## config.mk

```make
export PLATFORM = sky130hd
export DESIGN_NAME = energy_detect_cadence
export DESIGN_NICKNAME = d
export VERILOG_FILES = /design/src/hw/cadence_pkg.sv /design/src/hw/cadence_detector.sv /design/src/hw/energy_detect_cadence.sv
export SDC_FILE = /design/constraint.sdc
export NUM_CORES = 1
export LEC_CHECK = 0
export BUFFER_PORTS_ARGS = -buffer_cell sky130_fd_sc_hd__buf_4
export CORE_MARGIN = 5
export CORE_UTILIZATION = 45
export CTS_CLUSTER_DIAMETER = 40
export DETAILED_ROUTE_END_ITERATION = 6
export PLACE_DENSITY = 0.62
export SYNTH_ARGS = -nofsm -noshare
export SYNTH_HDL_FRONTEND = slang
export SYNTH_SLANG_ARGS = --single-unit
```

## constraint.sdc

```tcl
create_clock -name clock_in -period 5.25 [get_ports clock_in]
set_input_delay 1.05 -clock clock_in [delete_from_list [all_inputs] [get_ports clock_in]]
set_output_delay 1.05 -clock clock_in [all_outputs]
set_load 0.03 [all_outputs]
```

## src/hw/cadence_pkg.sv

```systemverilog
// constants and carrier types for the dual envelope cadence detector
// assumes one 40 MHz clock and an 8-bit register port with 9-bit addresses
package cadence_pkg;
  // ****************************************************************
  // register map
  // ****************************************************************
  localparam logic [8:0] ADDR_CONTROL     = 9'h010;
  localparam logic [8:0] ADDR_A_LOW       = 9'h011;
  localparam logic [8:0] ADDR_A_HIGH      = 9'h012;
  localparam logic [8:0] ADDR_A_CADENCE   = 9'h013;
  localparam logic [8:0] ADDR_B_LOW       = 9'h014;
  localparam logic [8:0] ADDR_B_HIGH      = 9'h015;
  localparam logic [8:0] ADDR_B_CADENCE   = 9'h016;
  localparam logic [8:0] ADDR_EVENT       = 9'h017;
  localparam logic [7:0] RESET_VALUE      = 8'h00;
  localparam int         ON_A_BIT         = 0;
  localparam int         ON_B_BIT         = 1;
  localparam int         POS_BIT          = 7;
  localparam logic [6:0] COUNT_MAX        = 7'h7F;
  localparam logic [6:0] MAG_ZERO         = 7'h00;
  // ****************************************************************
  // timing
  // ****************************************************************
  localparam int         CLOCK_HZ         = 40_000_000;
  localparam int         TICK_MS          = 4;
  localparam int         TICK_CYCLES      = CLOCK_HZ / 1000 * TICK_MS;
  // ****************************************************************
  // carriers
  // ****************************************************************
  typedef struct packed {
    logic [8:0] addr;
    logic [7:0] wdata;
    logic       wr;
    logic       rd;
  } reg_req_t;
  typedef struct packed {
    logic       valid;
    logic [6:0] magnitude;
  } sample_t;
  typedef struct packed {
    logic [6:0] low;
    logic [6:0] high;
  } thresholds_t;
endpackage : cadence_pkg

```

## src/hw/cadence_detector.sv

```systemverilog
// one envelope detector with threshold crossings and cadence timing
// assumes a shared 4 ms tick pulse and a same-clock sample stream
`timescale 1ns/100ps
`default_nettype none
module cadence_detector (
  input  wire logic                     clock_in,
  input  wire logic                     rst_n_in,
  input  wire logic                     on_in,
  input  wire logic                     tick_in,
  input  wire cadence_pkg::sample_t     sample_in,
  input  wire cadence_pkg::thresholds_t limits_in,
  output logic [7:0]                    result_out,
  output logic                          event_out
);
  import cadence_pkg::*;

  typedef enum logic [2:0] {
    ST_IDLE  = 3'b001,
    ST_ABOVE = 3'b010,
    ST_BELOW = 3'b100
  } pos_state_t;

  pos_state_t state_ff;
  pos_state_t nxt_state;
  logic [6:0] peak_ff;
  logic [6:0] count_ff;
  logic [6:0] nxt_count;
  logic       latch;
  logic       going_up;
  logic       going_down;

  // ****************************************************************
  // envelope: magnitude-only compare, bit 6 most significant
  // ****************************************************************
  always_ff @(posedge clock_in) begin
    if (!rst_n_in || !on_in) begin
      peak_ff <= MAG_ZERO;
    end else if (sample_in.valid) begin
      peak_ff <= sample_in.magnitude;
    end
  end

  assign going_up   = (peak_ff > limits_in.high) && (state_ff != ST_ABOVE);
  assign going_down = (peak_ff < limits_in.low)  && (state_ff != ST_BELOW);

  always_comb begin
    nxt_state = state_ff;
    case (state_ff)
      ST_IDLE:  begin
        if (going_up) begin
          nxt_state = ST_ABOVE;
        end else if (going_down) begin
          nxt_state = ST_BELOW;
        end
      end
      ST_ABOVE: begin
        if (going_down) begin
          nxt_state = ST_BELOW;
        end
      end
      ST_BELOW: begin
        if (going_up) begin
          nxt_state = ST_ABOVE;
        end
      end
      default:  nxt_state = ST_IDLE;
    endcase
  end

  always_ff @(posedge clock_in) begin
    if (!rst_n_in || !on_in) begin
      state_ff <= ST_IDLE;
    end else begin
      state_ff <= nxt_state;
    end
  end

  // ****************************************************************
  // cadence count and result latch
  // ****************************************************************
  // opposite crossing from a known side, or saturation
  assign latch = ((state_ff == ST_ABOVE) && going_down)
              || ((state_ff == ST_BELOW) && going_up)
              || ((state_ff != ST_IDLE) && tick_in && (count_ff == COUNT_MAX));

  always_comb begin
    nxt_count = count_ff;
    if (latch || (state_ff == ST_IDLE)) begin
      nxt_count = MAG_ZERO;
    end else if (tick_in) begin
      nxt_count = count_ff + 7'h01;
    end
  end

  always_ff @(posedge clock_in) begin
    if (!rst_n_in || !on_in) begin
      count_ff <= MAG_ZERO;
    end else begin
      count_ff <= nxt_count;
    end
  end

  always_ff @(posedge clock_in) begin
    if (!rst_n_in || !on_in) begin
      result_out <= RESET_VALUE;
    end else if (latch) begin
      result_out <= {(nxt_state == ST_ABOVE), count_ff};
    end
  end

  always_ff @(posedge clock_in) begin
    if (!rst_n_in || !on_in) begin
      event_out <= 1'b0;
    end else begin
      event_out <= latch;
    end
  end
endmodule : cadence_detector
`default_nettype wire

```

## src/hw/energy_detect_cadence.sv

```systemverilog
// register port and two independent envelope cadence detectors
// assumes same-clock sample streams and one-cycle register strobes
`timescale 1ns/100ps
`default_nettype none
module energy_detect_cadence #(
  parameter int TICK_LEN = cadence_pkg::TICK_CYCLES // clock cycles per 4 ms tick
) (
  input  wire logic                 clock_in,
  input  wire logic                 rst_n_in,
  input  wire cadence_pkg::reg_req_t req_in,
  input  wire cadence_pkg::sample_t  sample_a_in,
  input  wire cadence_pkg::sample_t  sample_b_in,
  output logic [7:0]                rdata_out,
  output logic                      event_a_out,
  output logic                      event_b_out
);
  import cadence_pkg::*;

  logic [7:0]  control_ff;
  logic [6:0]  a_low_ff;
  logic [6:0]  a_high_ff;
  logic [6:0]  b_low_ff;
  logic [6:0]  b_high_ff;
  logic [1:0]  sticky_ff;
  logic [17:0] tick_cnt_ff;
  logic        tick;
  logic [7:0]  result_a;
  logic [7:0]  result_b;
  logic [7:0]  nxt_rdata;
  thresholds_t limits_a;
  thresholds_t limits_b;

  function automatic logic hit(input reg_req_t r, input logic [8:0] a);
    hit = r.wr && (r.addr == a);
  endfunction : hit

  // ****************************************************************
  // writable registers
  // ****************************************************************
  always_ff @(posedge clock_in) begin
    if (!rst_n_in) begin
      control_ff <= RESET_VALUE;
    end else if (hit(req_in, ADDR_CONTROL)) begin
      control_ff <= req_in.wdata;
    end
  end

  always_ff @(posedge clock_in) begin
    if (!rst_n_in) begin
      a_low_ff  <= MAG_ZERO;
      a_high_ff <= MAG_ZERO;
      b_low_ff  <= MAG_ZERO;
      b_high_ff <= MAG_ZERO;
    end else begin
      if (hit(req_in, ADDR_A_LOW)) begin
        a_low_ff <= req_in.wdata[6:0];
      end
      if (hit(req_in, ADDR_A_HIGH)) begin
        a_high_ff <= req_in.wdata[6:0];
      end
      if (hit(req_in, ADDR_B_LOW)) begin
        b_low_ff <= req_in.wdata[6:0];
      end
      if (hit(req_in, ADDR_B_HIGH)) begin
        b_high_ff <= req_in.wdata[6:0];
      end
    end
  end

  // ****************************************************************
  // 4 ms tick
  // ****************************************************************
  always_ff @(posedge clock_in) begin
    if (!rst_n_in || tick) begin
      tick_cnt_ff <= 18'h00000;
    end else begin
      tick_cnt_ff <= tick_cnt_ff + 18'h00001;
    end
  end

  assign tick = (tick_cnt_ff == 18'(TICK_LEN - 1));

  // ****************************************************************
  // detectors
  // ****************************************************************
  assign limits_a = '{low: a_low_ff, high: a_high_ff};
  assign limits_b = '{low: b_low_ff, high: b_high_ff};

  cadence_detector u_det_a (
    .clock_in   (clock_in),
    .rst_n_in   (rst_n_in),
    .on_in      (control_ff[ON_A_BIT]),
    .tick_in    (tick),
    .sample_in  (sample_a_in),
    .limits_in  (limits_a),
    .result_out (result_a),
    .event_out  (event_a_out)
  );

  cadence_detector u_det_b (
    .clock_in   (clock_in),
    .rst_n_in   (rst_n_in),
    .on_in      (control_ff[ON_B_BIT]),
    .tick_in    (tick),
    .sample_in  (sample_b_in),
    .limits_in  (limits_b),
    .result_out (result_b),
    .event_out  (event_b_out)
  );

  // ****************************************************************
  // event flags: reading a cadence register clears its flag, a new event wins
  // ****************************************************************
  always_ff @(posedge clock_in) begin
    if (!rst_n_in) begin
      sticky_ff <= 2'b00;
    end else begin
      if (event_a_out) begin
        sticky_ff[0] <= 1'b1;
      end else if (req_in.rd && (req_in.addr == ADDR_A_CADENCE)) begin
        sticky_ff[0] <= 1'b0;
      end
      if (event_b_out) begin
        sticky_ff[1] <= 1'b1;
      end else if (req_in.rd && (req_in.addr == ADDR_B_CADENCE)) begin
        sticky_ff[1] <= 1'b0;
      end
    end
  end

  // ****************************************************************
  // read port
  // ****************************************************************
  always_comb begin
    nxt_rdata = RESET_VALUE;
    if (req_in.addr == ADDR_CONTROL) begin
      nxt_rdata = control_ff;
    end else if (req_in.addr == ADDR_A_LOW) begin
      nxt_rdata = {1'b0, a_low_ff};
    end else if (req_in.addr == ADDR_A_HIGH) begin
      nxt_rdata = {1'b0, a_high_ff};
    end else if (req_in.addr == ADDR_A_CADENCE) begin
      nxt_rdata = result_a;
    end else if (req_in.addr == ADDR_B_LOW) begin
      nxt_rdata = {1'b0, b_low_ff};
    end else if (req_in.addr == ADDR_B_HIGH) begin
      nxt_rdata = {1'b0, b_high_ff};
    end else if (req_in.addr == ADDR_B_CADENCE) begin
      nxt_rdata = result_b;
    end else if (req_in.addr == ADDR_EVENT) begin
      nxt_rdata = {6'h00, sticky_ff};
    end
  end

  always_ff @(posedge clock_in) begin
    if (!rst_n_in) begin
      rdata_out <= RESET_VALUE;
    end else if (req_in.rd) begin
      rdata_out <= nxt_rdata;
    end else begin
      rdata_out <= RESET_VALUE;
    end
  end
endmodule : energy_detect_cadence
`default_nettype wire

```

After elaboration in Yosys (flattened, before gate mapping) --
Cells that the tools add are included.
Storage, ports and cells: flip-flop bits (word level) 116, input bits 37, output and inout bits 10
Operators by class: add/sub/neg operators 3, magnitude comparators 4, eq/ne operators 25, muxes and demuxes 20, reductions and logical operators 36
Operators with widths (number):
- $eq A9 B5 Y1 const B | 8
- $mux W8 | 7
- $logic_and A1 B1 Y1 | 19
- $add A18 B1 Y18 const B | 1
- $eq A18 B18 Y1 const B | 1
- $mux W3 | 6
- $pmux W3 S3 | 2
- $add A7 B1 Y7 const B | 2
- $eq A7 B7 Y1 const B | 2
- $gt A7 B7 Y1 | 2
- $lt A7 B7 Y1 | 2
- $eq A3 B2 Y1 const B | 4
- $logic_or A1 B1 Y1 | 9
- $eq A3 B1 Y1 const B | 2
- $eq A3 B3 Y1 const B | 2
- $ne A3 B1 Y1 const B | 2
- $ne A3 B2 Y1 const B | 2
- $ne A3 B3 Y1 const B | 2
- $mux W1 | 4
- $reduce_bool A2 Y1 | 2
- $reduce_or A2 Y1 | 2
- $logic_not A1 Y1 | 3
- $mux W2 | 1
- $reduce_and A2 Y1 | 1

Logic depth before layout (Yosys ltp) --
word-level depth 9, mapped depth 10, depth with buffers taken out 8

Modules after synthesis --
Synthesis repeated with hierarchy kept, for this count alone.
Unflattened totals: cells, all modules 664, area, all modules 5799.3 um^2
By module, submodules not included:
- cadence_detector | times used 2, cells each 164, area each 1462.7 um^2, seq. area each 520.5 um^2
- energy_detect_cadence | times used 1, cells each 336, area each 2874.0 um^2, seq. area each 1281.2 um^2

Worst setup path before layout --
OpenSTA, ideal clock, no wires.
path type input-to-reg, start input port req_in[18] (netlist bit), end register b_high_ff[0], setup time 0.117 ns, data arrival time 2.544 ns, slack 2.589 ns, stages 6, buffers on the path 0, path through nor4b_1 and2_1 nor3b_1 nand3_1 mux2i_1 nor2b_1
On the way: word-level cells in the longest chain between the ends 2
Ends and longest elaborated chain:
- start, declared | RTL line energy_detect_cadence.sv:10 | input wire cadence_pkg::reg_req_t req_in,
- $eq A9 B5 Y1 | RTL line energy_detect_cadence.sv:34 | hit = r.wr && (r.addr == a);
- $logic_and A1 B1 Y1 | RTL line energy_detect_cadence.sv:34
- end signal, assigned | RTL line energy_detect_cadence.sv:65 | b_high_ff <= req_in.wdata[6:0];
- end, declared | RTL line energy_detect_cadence.sv:23 | logic [6:0] b_high_ff;
No other way between the ends. A chain may end at the register's enable or synchronous reset.

Worst setup path after layout --
start input port req_in[18] (netlist bit), end register b_low_ff[6]
On the way: word-level cells in the longest chain between the ends 2
Ends and longest elaborated chain:
- $eq A9 B5 Y1 | RTL line energy_detect_cadence.sv:34
- $logic_and A1 B1 Y1 | RTL line energy_detect_cadence.sv:34
- end signal, assigned | RTL line energy_detect_cadence.sv:62 | b_low_ff <= req_in.wdata[6:0];
- end, declared | RTL line energy_detect_cadence.sv:22 | logic [6:0] b_low_ff;
No other way between the ends.

==> flow_summary.ini <==
[clock_network]
numCtsBuffers = 17
cts_tree = built
path_clk_slew_ns = 0.05
htree_levels = 4
cts_buffer_depth = 2
cts_root_buf = clkbuf_16
cts_setup_buffers = 0
clk_latency_ns = 0.42
hold_buffers = 0
cts_sinks = 116
post_cts_resized = 0

[yosys]
syn-num-nets = 702
postSynthCellCount = 636
synth_seq_cells = 116
synth_area_sq_mm = 0.005709
syn_area_per_cell_sq_um = 8.977
ys_warn_count = 0
synth-main-ff-cell = dfxtp_1
synth-edff-count = 0
ys_types = 62
async_flop_share = 0
ys_seq_area_frac = 0.4067

[sta]
setup_slack_ns = 1.971
worst_hold_slack_ns = 0.4645
fin_crit_sh = 0.6246
relSlewSlack = 0.1191
worst_pin_slew_ns = 1.319
fin_skew_ns = 0.008905
fin_crit_ns = 3.279
finalSetupTns_ns = 0
hold_viol_final = 0
finalSetupViolCount = 0
clock.fmax_mhz = 305.0
grt_setup_unrepaired = no
finalMaxSlewViolations = 0

[global_route]
grt_max_degree = 44
use_met3 = 0.05392
antenna_found_initial = 0
met2_usage = 0.3353
grt_pass1_vias = 4649
grt_pass1_wl_mm = 23.12
grt-ovfl-total = 0
grt.busiest_layer = met2
grtUsageMet1 = 0.2389
grt_util_all_layers = 0.1992

[pwr]
p_leak_nw = 2.504
intPower_mw = 1.649
pwr_density_cell_mw_per_mm2 = 305.7
power.share.switching = 0.1995
power_mw = 2.060
clockPowerShare = 0.539
seqPwrFrac = 0.430
p_sw_mw = 0.4109
combPwrFrac = 0.031
ir_drop_v = 0.0002092

[floorplan]
num_rows = 41
dieArea_sq_mm = 0.01504
core_area_sq_mm = 0.01252
io_pins = 47
chipHeight_um = 122.6
die_width_um = 122.6
initial_utilization = 0.4561

[finish]
finish.net_count = 739
layout.cells.non_filler = 857
multiInputGateArea_sq_mm = 0.003151
area_growth_pct = 18.01
regArea_sq_mm = 0.002322
fin_area_sq_mm = 0.006738
drive_gt1_frac = 0.1285
final_cell_mix = dfxtp_1, nor2_1, buf_4, nand2_1, mux2i_1
fin_util = 0.5383
n_antenna_cell = 0
fill_cells = 1170
final_common_cell = dfxtp_1

[routing]
post_drt_via_cell_ratio = 5.448
wl_per_cell_um = 16.36
firstDrtPassIters = 4
drt-total-wl_mm = 14.02
drc = 0
vias = 4669
ant_nets = 0
drt_iter0_markers = 313

[critical_path]
path_depth = 7
ff2ff_setup_slack_ns = 2.60
rr_endpoint = u_det_a.count_ff[4]$_SDFFE_PP0N_
crit_chain = buf_4 > nor4b_1 > and2_1 > nand3b_1 > nor3b_1 > mux2i_1 > nor2b_1
cp_slowest_cell = nor3b_1
rr_worst_depth = 8
path_class = input pin to flop
r2r-start = a_high_ff[5]$_SDFFE_PN0P_
crit_buf_inv = 1
cp.required_ns = 5.55
crit_fanout = 7
crit_arrival_ns = 3.58
cpPeakStageDelay_ns = 1.11
critPathTopFamily = simple AND/OR/NAND/NOR gates
startpoint_type = input pin
endpoint_kind = flop

[hold_path]
whs_path_depth = 1
min-delay-start = tick_cnt_ff[0]$_SDFF_PP0_
holdPathEnd = tick_cnt_ff[0]$_SDFF_PP0_
hold_class = flop to flop

[place]
gp_congestion = 0.8122
placed_cells = 826
place_worst_setup_slack_ns = 1.603
port-buffer-count = 46
place_area_sq_mm = 0.006161
hpwl_mm = 10.44

[job]
max_cap_viol_count = 0

[status]
status = complete, no violations
[synthesized netlist by cell type, drive strengths merged, types with 2 or more instances]
cell type / instances / area share
xor2: 19 / 0.029
ha: 29 / 0.064
nor4: 9 / 0.012
a32oi: 2 / 0.0031
a21o: 9 / 0.012
and2: 8 / 0.0088
o2111ai: 3 / 0.0046
nand4: 10 / 0.012
nor2b: 28 / 0.031
nor3: 3 / 0.0026
o22ai: 4 / 0.0044
and3: 12 / 0.013
a22oi: 8 / 0.011
mux2i: 45 / 0.079
dfxtp: 116 / 0.41
nand2: 46 / 0.032
nor4b: 2 / 0.0057
a21oi: 40 / 0.035
nand3b: 2 / 0.0026
a221oi: 5 / 0.0088
a31oi: 2 / 0.0022
buf: 5 / 0.0053
nand3: 39 / 0.034
clkbuf: 25 / 0.016
or4b: 2 / 0.0048
a21boi: 16 / 0.021
nor2: 48 / 0.032
and4: 3 / 0.0046
nand2b: 8 / 0.0088
inv: 30 / 0.020
o21ai: 25 / 0.022
xnor2: 6 / 0.0092
or3: 4 / 0.0044
nor3b: 5 / 0.0075
[sequential cells by signal, indices dropped and copies added (netlist names), 8 cells and up]
signal,count
u_det_b.result_out,8
u_det_a.result_out,8
tick_cnt_ff,18
rdata_out,8
control_ff,8
[power by group through the flow]
stage / logic [mW] / clock network (mW) / registers [mW]
after global placement: 0.0629 / 0 / 0.903
after global routing: 0.0689 / 1.17 / 0.885
after CTS: 0.0638 / 1.13 / 0.885
final: 0.0639 / 1.11 / 0.886
after floorplan: 0.0316 / 0 / 0.903
after detailed placement: 0.0637 / 0 / 0.904
[routing by layer]
layer / wire length [um] / vias up
li1: - / 2334
met1: 6151 / 2211
met2: 6937 / 98
met3: 600 / 26
met4: 331 / 0
met5: 0 / -
[area by class of cell]
| cell class | instances | share of cell area |
|---|---|---|
| multi-input combinational | 460 | 0.4676 |
| sequential | 116 | 0.3447 |
| clock buffer | 28 | 0.07967 |
| timing repair buffer | 48 | 0.05348 |
| tap | 172 | 0.03194 |
| inverter | 30 | 0.01671 |
| clock inverter | 3 | 0.005942 |
[worst max path at each step]
stage               start                   endpoint  slack (ns)
2_1_floorplan  req_in[18]  b_high_ff[0]$_SDFFE_PN0P_        2.59
3_3_place_gp   req_in[18]   b_low_ff[0]$_SDFFE_PN0P_        1.74
3_5_place_dp   req_in[18]   b_low_ff[2]$_SDFFE_PN0P_        1.60
4_1_cts        req_in[18]   b_low_ff[6]$_SDFFE_PN0P_        2.06
5_1_grt        req_in[18]   b_low_ff[3]$_SDFFE_PN0P_        1.86
6_report       req_in[18]   b_low_ff[6]$_SDFFE_PN0P_        1.97
[cells by family after synthesis]
family / Yosys count / synth area share
simple gates: 232 / 0.2194
xor+xnor: 25 / 0.03835
fa+ha+maj: 29 / 0.06356
compound gates: 127 / 0.1457
buf+inv: 60 / 0.04142
mux: 47 / 0.08481
flops: 116 / 0.4068
[worst register-to-register path, delay by kind of cell (launching register included)]
kind | cells | cell delay (ns)
compound gates | 3 | 0.66
fa+ha+maj | 1 | 0.29
buf+inv | 1 | 0.06
flops | 1 | 0.36
simple gates | 3 | 1.21
Note: power is estimated with default switching activity, not from simulation.
